`src/hw/timebase_pkg.sv`:
```
// Package: register map, field layout and types of the timebase synthesizer control
package timebase_pkg;
    // Register indices (printed offsets are not all multiples of four; byte address = 4 * index)
    localparam logic [15:0] FEEDBACK_RATIO_IDX = 16'h0200;
    localparam logic [15:0] INPUT_CONFIG_IDX = 16'h0201;
    localparam logic [15:0] REF_FREQ_IDX0 = 16'h0202;
    localparam logic [15:0] REF_FREQ_IDX4 = 16'h0206;
    localparam logic [15:0] CAL_CONTROL_IDX = 16'h2000;
    localparam logic [15:0] STATUS_IDX = 16'h3001;
    localparam logic [15:0] UPDATE_IDX = 16'h000f;

    // Input config fields
    localparam int DOUBLER_BIT = 0;
    localparam int PRESCALE_LSB = 1;
    localparam int PRESCALE_MSB = 2;
    localparam int XTAL_PATH_BIT = 3;
    // Cal control, update and status fields
    localparam int CAL_BIT = 2;
    localparam int UPDATE_BIT = 0;
    localparam int LOCK_BIT = 0;
    localparam int CAL_BUSY_BIT = 2;

    // Reset values and the lowest legal feedback ratio
    localparam logic [7:0] FEEDBACK_RATIO_RST = 8'h04;
    localparam logic [7:0] INPUT_CONFIG_RST = 8'h00;
    localparam logic [39:0] REF_FREQ_RST = 40'h00_0000_0000;
    localparam logic [7:0] FEEDBACK_RATIO_MIN = 8'h04;
    localparam logic [4:0] MULT_X2_RST = 5'h02;

    // Settings driven out to the analogue synthesizer core
    typedef struct packed {
        logic [7:0] feedback_ratio;
        logic [1:0] prescale_sel;
        logic doubler_en;
        logic xtal_path_en;
        logic cal_request;
        logic [39:0] ref_frequency;
    } synth_cfg_t;

    // Status from the synthesizer core
    typedef struct packed {
        logic lock;
        logic cal_busy;
    } synth_stat_t;
endpackage

```
`src/hw/system_timebase_pll_config.sv`:
```
// Control registers of the integer-N system timebase synthesizer
//
// Function
// - Feedback ratio is the 8-bit register value, valid four to 255.
// - Prescaler divides by two to the power of config bits two to one.
// - Config bit zero set doubles the synthesizer input reference.
// - Config bit three selects crystal path; zero, the default, is direct.
// - Output is input times feedback over prescale; doubler makes prescale half.
// - Synthesizer is integer-N with integrated loop filter and oscillator.
// - Status bit zero reports synthesizer lock, one when locked.
`timescale 1ns/1ps
`default_nettype none

module system_timebase_pll_config (
    input wire logic mclk,
    input wire logic rst,
    input wire logic clk_en,
    input wire logic [17:0] avs_address,
    input wire logic avs_read,
    input wire logic avs_write,
    input wire logic [31:0] avs_writedata,
    input wire logic [3:0] avs_byteenable,
    output logic [31:0] avs_readdata,
    output logic avs_waitrequest,
    input wire timebase_pkg::synth_stat_t core_status,
    output timebase_pkg::synth_cfg_t core_cfg,
    output logic [4:0] timebase_mult_x2
);

    // ------------------------------------------------------------
    // Bus decode
    // ------------------------------------------------------------
    logic [15:0] idx;
    logic access;
    logic wr_en;
    logic done_q;
    logic [7:0] wbyte;

    assign idx = avs_address[17:2];
    assign access = (avs_read | avs_write) & ~done_q;
    // Byte lane zero carries every register
    assign wr_en = clk_en & avs_write & ~done_q & avs_byteenable[0];
    assign wbyte = avs_writedata[7:0];

    // ------------------------------------------------------------
    // Helper functions
    // ------------------------------------------------------------
    // Index falls in the five reference bytes
    function automatic logic is_ref_idx(input logic [15:0] i);
        return (i >= timebase_pkg::REF_FREQ_IDX0) && (i <= timebase_pkg::REF_FREQ_IDX4);
    endfunction

    // Bit position of a reference byte, least significant first
    function automatic logic [5:0] ref_bit_pos(input logic [15:0] i);
        logic [15:0] offs;
        offs = i - timebase_pkg::REF_FREQ_IDX0;
        return {offs[2:0], 3'h0};
    endfunction

    // Prescale ratio in halves of a division step
    function automatic logic [4:0] prescale_halves(input logic dbl, input logic [1:0] sel);
        logic [4:0] base;
        base = dbl ? 5'h01 : 5'h02;
        return 5'(base << sel);
    endfunction

    // Feedback ratio raised to the lowest legal value
    function automatic logic [7:0] legal_ratio(input logic [7:0] r);
        return (r < timebase_pkg::FEEDBACK_RATIO_MIN) ? timebase_pkg::FEEDBACK_RATIO_MIN : r;
    endfunction

    // ------------------------------------------------------------
    // Status synchroniser (core runs on its own analogue clock)
    // ------------------------------------------------------------
    timebase_pkg::synth_stat_t stat_meta_q;
    timebase_pkg::synth_stat_t stat_q;

    always_ff @(posedge mclk) begin
        if (rst) begin
            stat_meta_q <= '0;
            stat_q <= '0;
        end else if (clk_en) begin
            stat_meta_q <= core_status;
            stat_q <= stat_meta_q;
        end
    end

    // ------------------------------------------------------------
    // Staged registers (take effect on update)
    // ------------------------------------------------------------
    logic [7:0] fb_stage_q;
    logic [7:0] cfg_stage_q;
    logic [39:0] ref_stage_q;
    logic cal_stage_q;
    logic update;

    // Update strobe: write one to bit zero of the update index
    assign update = wr_en & (idx == timebase_pkg::UPDATE_IDX) & wbyte[timebase_pkg::UPDATE_BIT];

    always_ff @(posedge mclk) begin
        if (rst) begin
            fb_stage_q <= timebase_pkg::FEEDBACK_RATIO_RST;
        end else if (wr_en && idx == timebase_pkg::FEEDBACK_RATIO_IDX) begin
            fb_stage_q <= wbyte;
        end
    end

    always_ff @(posedge mclk) begin
        if (rst) begin
            cfg_stage_q <= timebase_pkg::INPUT_CONFIG_RST;
        end else if (wr_en && idx == timebase_pkg::INPUT_CONFIG_IDX) begin
            // Upper config bits are not stored
            cfg_stage_q <= {4'h0, wbyte[3:0]};
        end
    end

    always_ff @(posedge mclk) begin
        if (rst) begin
            ref_stage_q <= timebase_pkg::REF_FREQ_RST;
        end else if (wr_en && is_ref_idx(idx)) begin
            ref_stage_q[ref_bit_pos(idx) +: 8] <= wbyte;
        end
    end

    always_ff @(posedge mclk) begin
        if (rst) begin
            cal_stage_q <= 1'b0;
        end else if (wr_en && idx == timebase_pkg::CAL_CONTROL_IDX) begin
            cal_stage_q <= wbyte[timebase_pkg::CAL_BIT];
        end
    end

    // ------------------------------------------------------------
    // Active settings to the core
    // ------------------------------------------------------------
    always_ff @(posedge mclk) begin
        if (rst) begin
            core_cfg <= '{feedback_ratio: timebase_pkg::FEEDBACK_RATIO_RST,
                          prescale_sel: 2'h0, doubler_en: 1'b0, xtal_path_en: 1'b0,
                          cal_request: 1'b0, ref_frequency: timebase_pkg::REF_FREQ_RST};
        end else if (clk_en && update) begin
            core_cfg.feedback_ratio <= legal_ratio(fb_stage_q);
            core_cfg.prescale_sel <=
                cfg_stage_q[timebase_pkg::PRESCALE_MSB:timebase_pkg::PRESCALE_LSB];
            core_cfg.doubler_en <= cfg_stage_q[timebase_pkg::DOUBLER_BIT];
            core_cfg.xtal_path_en <= cfg_stage_q[timebase_pkg::XTAL_PATH_BIT];
            core_cfg.cal_request <= cal_stage_q;
            core_cfg.ref_frequency <= ref_stage_q;
        end
    end

    // effective prescale, in halves: 2^J*2, or 2^J with doubler
    always_ff @(posedge mclk) begin
        if (rst) begin
            timebase_mult_x2 <= timebase_pkg::MULT_X2_RST;
        end else if (clk_en) begin
            timebase_mult_x2 <= prescale_halves(core_cfg.doubler_en, core_cfg.prescale_sel);
        end
    end

    // ------------------------------------------------------------
    // Read path and waitrequest (one wait cycle per access)
    // ------------------------------------------------------------
    logic [31:0] rdata_d;

    always_comb begin
        rdata_d = 32'h0000_0000;
        if (idx == timebase_pkg::FEEDBACK_RATIO_IDX) begin
            rdata_d[7:0] = fb_stage_q;
        end else if (idx == timebase_pkg::INPUT_CONFIG_IDX) begin
            rdata_d[7:0] = cfg_stage_q;
        end else if (is_ref_idx(idx)) begin
            rdata_d[7:0] = ref_stage_q[ref_bit_pos(idx) +: 8];
        end else if (idx == timebase_pkg::CAL_CONTROL_IDX) begin
            rdata_d[timebase_pkg::CAL_BIT] = cal_stage_q;
        end else if (idx == timebase_pkg::STATUS_IDX) begin
            rdata_d[timebase_pkg::LOCK_BIT] = stat_q.lock;
            rdata_d[timebase_pkg::CAL_BUSY_BIT] = stat_q.cal_busy;
        end
    end

    // Access marker: blocks a second accept in the answer cycle
    always_ff @(posedge mclk) begin
        if (rst) begin
            done_q <= 1'b0;
        end else if (clk_en) begin
            done_q <= access;
        end
    end

    // Read data held until the next read
    always_ff @(posedge mclk) begin
        if (rst) begin
            avs_readdata <= 32'h0000_0000;
        end else if (clk_en && avs_read && !done_q) begin
            avs_readdata <= rdata_d;
        end
    end

    // Low for one cycle after each accepted access
    always_ff @(posedge mclk) begin
        if (rst) begin
            avs_waitrequest <= 1'b1;
        end else if (clk_en) begin
            avs_waitrequest <= ~access;
        end
    end

endmodule // system_timebase_pll_config

`default_nettype wire

```
`config.mk`:
```
export PLATFORM = sky130hd
export DESIGN_NAME = system_timebase_pll_config
export DESIGN_NICKNAME = d
export VERILOG_FILES = /design/src/hw/timebase_pkg.sv /design/src/hw/system_timebase_pll_config.sv
export SDC_FILE = /design/constraint.sdc
export NUM_CORES = 1
export LEC_CHECK = 0
export BUFFER_PORTS_ARGS = -buffer_cell sky130_fd_sc_hd__buf_2
export CAP_MARGIN = 5
export CELL_PAD_IN_SITES_DETAIL_PLACEMENT = 0
export CELL_PAD_IN_SITES_GLOBAL_PLACEMENT = 1
export CORE_MARGIN = 2
export CORE_UTILIZATION = 41
export DETAILED_ROUTE_END_ITERATION = 16
export GPL_TIMING_DRIVEN = 1
export PLACE_DENSITY_LB_ADDON = 0.1
export SKIP_CTS_REPAIR_TIMING = 1
export SYNTH_ARGS = -nofsm -noshare
export SYNTH_HDL_FRONTEND = slang
export SYNTH_SLANG_ARGS = --single-unit
```
`constraint.sdc`:
```
create_clock -name mclk -period 7.6 [get_ports mclk]
set_input_delay 1.52 -clock mclk [delete_from_list [all_inputs] [get_ports mclk]]
set_output_delay 1.52 -clock mclk [all_outputs]
set_load 0.02 [all_outputs]
```
==> reports/metrics.csv <==
stage;metric;value;unit
status;outcome;completed;
synthesis;area leader, netlist;dfxtp_1;
critical_path;CP max FO;17;
critical_path;Slowest cell on crit path;nor4_4;
place;DP Worst Slack;3.14;ns
die;# IOs;152;
sta;pins over their slew limit;0;
synthesis;area share of fa/ha/maj cells after synthesis;0.0202;
critical_path;Worst setup EP type;register;
cts;Num CTS Buffers;17;
critical_path;Buf/Inv on CP;2;
synthesis;Synth top area share;0.448;
cells_and_area;most frequent cells in the layout;nand2_1 (155), dfxtp_1 (125), buf_2 (97), a21oi_1 (83), nor2_1 (46);
die;Initial Util;0.420;
cts;worst-case clock buffer depth;2;
detailed_routing;wire per inst;15.9;um
global_route;met1 Use GR;0.256;
sta;Worst-Margin Slew;0.913;ns
global_route;initial antenna violation count;0;
synthesis;Post-Syn Instances;655;
detailed_routing;via/cell ratio;5.17;
synthesis;Post-synth EDFFs;0;
pwr;switching share of power;0.229;
critical_path;startpoint types;input port;
synthesis;Async SR Flop Fraction;0;
cts;Clk Latency, worst-skew pair;0.42;ns
sta;final hold violation count;0;
die;die area;14600;sq um
cts;CTS H-tree depth;4;
synthesis;Primary FF master, synth;dfxtp_1;
critical_path;CP delay by family, top;simple AND/OR/NAND/NOR gates;
sta;Max Clock Skew;0.00663;ns
global_route;met3 usage;0.0458;
critical_path;critical path's most frequent cell;ha_1;
synthesis;Compound-Gate Fraction of Synth Area;0.123;
sta;Final min period;4.08;ns
place;dpl hpwl;10700;um
critical_path;Slowest Stage Delay on Critical Path;0.67;ns
synthesis;yosys warns;0;
global_route;GRT Resource Usage Total;0.209;
critical_path;crit path kind;input port to register;
cells_and_area;fill count;1312;
global_route;global-route wire length before repair;23600;um
cts;Root Driver;clkbuf_16;
synthesis;xor-xnor portion of the synthesized cell area;0;
detailed_routing;Initial DRC Count;166;
synthesis;simple-gate share of the synthesized area;0.245;
pwr;Pwr Density;236;nW/um^2
cts;CTS tree;yes;
global_route;grt met2 use;0.358;
sta;Tcrit/Tclk final;0.537;
cts;clock-pin slew on the worst setup and hold paths;0.05;ns
sta;setup_tns;0;ns
die;Die Y;121;um
sta;FMAX;0.245;GHz
critical_path;crit path cell chain;buf_2 -> ha_1 -> clkinv_1 -> ha_1 -> nor2b_1 -> nand2b_1 -> nor4_4 -> mux2i_1 -> nor2_1;
synthesis;Netlist cell types;55;
global_route;gr ovfl total;0;
detailed_routing;ANT nets after route;0;
die;Die W;121;um
cts;clk sinks;125;
synthesis;FF+latch count, synth;125;
synthesis;area of the mapped netlist;5590;sq um
pwr;Leak Pwr;2.66;nW
job;count of max-cap constraint violations;0;
min_path;worst min path class;register to register;
detailed_routing;TritonRoute pass-1 iters;5;
pwr;Clock power frac;0.520;
cells_and_area;most common cell after layout, fill and taps aside;nand2_1;
pwr;internal cell power;1.21;mW
cells_and_area;fin nets;805;
cells_and_area;share of layout cells above drive strength 1;0.203;
cells_and_area;Layout area overhead;19.1;%
detailed_routing;DRC viols;0;
sta;unrepaired setup endpoints after global routing;false;
synthesis;Mean Syn Cell Area;8.53;sq um
pwr;share of power burned in registers;0.423;
cells_and_area;n_diodes;0;
place;RePlAce Congestion;0.821;
global_route;number of global-route vias before repair;4585;
critical_path;crit path DAT;4.36;ns
die;Cell Rows;42;
detailed_routing;via count;4777;
die;area of the core;13300;sq um
synthesis;largest cells by area after synthesis;dfxtp_1 (45%), nand2_1 (10%), a21oi_1 (7.4%);
synthesis;register area share after synthesis;0.448;
global_route;GRT Max-Usage Layer;met2;
pwr;net switching power of the design;0.358;mW
critical_path;Crit path required time;7.88;ns
detailed_routing;WL final;14700;um
synthesis;main combinational cell family by area after synthesis;simple AND/OR/NAND/NOR gates;
synthesis;proportion of synthesized area in mux cells;0.0909;
global_route;largest net degree at the start of global routing;67;
place;I/O Buffers;98;
sta;Setup violations, final;0;
pwr;Gate power share;0.057;
sta;Slew HR;0.392;
sta;worst setup margin;3.52;ns
pwr;worst vdd ir;0.140;mV
-- worst min-delay path: stages, from the launching register on --
cell	delay, ns
dfxtp_1	0.30
nand2_1	0.05
a21oi_1	0.05
-- power by group through the flow --
stage               combinational (mW)  clock [mW]  sequential [mW]
CTS                             0.0890       0.828            0.663
global placement                0.0869           0            0.676
detailed placement              0.0887           0            0.677
floorplan                       0.0643           0            0.680
global route                    0.0975       0.864            0.663
finish                          0.0893       0.815            0.663
-- routing by layer --
layer | up-vias | part of all wire
li1 | 2368 | -
met1 | 2264 | 0.44
met2 | 118 | 0.49
met3 | 27 | 0.041
met4 | 0 | 0.022
met5 | - | 0
-- stage by stage --
step | total power, mW | instances | area [sq um] | util | hold slack [ns]
detailed placement | 0.765 | 892 | 6040 | 0.455 | 0.441
global route | 1.62 | 924 | 6650 | 0.500 | 0.468
finish | 1.57 | 924 | 6650 | 0.500 | 0.448
floorplan | 0.745 | 678 | 5670 | - | 0.442
CTS | 1.58 | 924 | 6650 | 0.500 | 0.452
global placement | 0.763 | 892 | 6040 | 0.455 | 0.439
-- cell families after synthesis --
kind of cell	Yosys count
other cells	1
mux	42
buf+inv	73
compound gates	121
simple gates	284
fa+ha+maj	9
flops	125
-- path summary, 6_finish.rpt --
check	startpoint	to	slack, ns	depth (start not counted)
setup / recovery	avs_address[3]	ref_stage_q[36]	3.52	9
setup reg to reg	done_q	core_cfg[47]	4.99	6
hold reg to reg	core_cfg[28]	core_cfg[28]	0.45	2
hold / removal	core_cfg[28]	core_cfg[28]	0.45	2
-- sequential cells by signal (all words and copies together), names as in the netlist --
| name | count |
|---|---|
| core_cfg | 53 |
| ref_stage_q | 40 |
| avs_readdata | 8 |
| fb_stage_q | 8 |
| timebase_mult_x2 | 5 |
| cfg_stage_q | 4 |
| stat_meta_q | 2 |
| stat_q | 2 |
| avs_waitrequest | 1 |
| cal_stage_q | 1 |
| done_q | 1 |
-- cells in the mapped netlist (2+ instances only) --
library cell	instances
a211oi_1	6
a21oi_1	83
a22oi_1	6
a31oi_1	3
and3_1	5
and4_1	3
buf_1	3
buf_2	12
buf_4	24
buf_6	2
clkbuf_1	20
dfxtp_1	125
ha_1	9
inv_1	9
mux2i_1	35
mux4_2	7
nand2_1	155
nand2b_1	2
nand3_1	32
nand3b_1	3
nand4_1	6
nor2_1	46
nor2b_1	2
nor3_1	5
nor3b_1	2
nor4_1	5
nor4_4	5
o21ai_0	10
o221ai_1	2
or4_1	3
-- cell type report --
| cell class | count | area [sq um] | area share |
|---|---|---|---|
| Multi-Input combinational cell | 480 | 2770 | 0.416 |
| Clock buffer | 23 | 498 | 0.0749 |
| Clock inverter | 9 | 109 | 0.0164 |
| Sequential cell | 125 | 2500 | 0.376 |
| Inverter | 10 | 37.5 | 0.00564 |
| Tap cell | 176 | 220 | 0.0331 |
| Timing Repair Buffer | 101 | 515 | 0.0775 |
(Power assumes the default switching activity.)
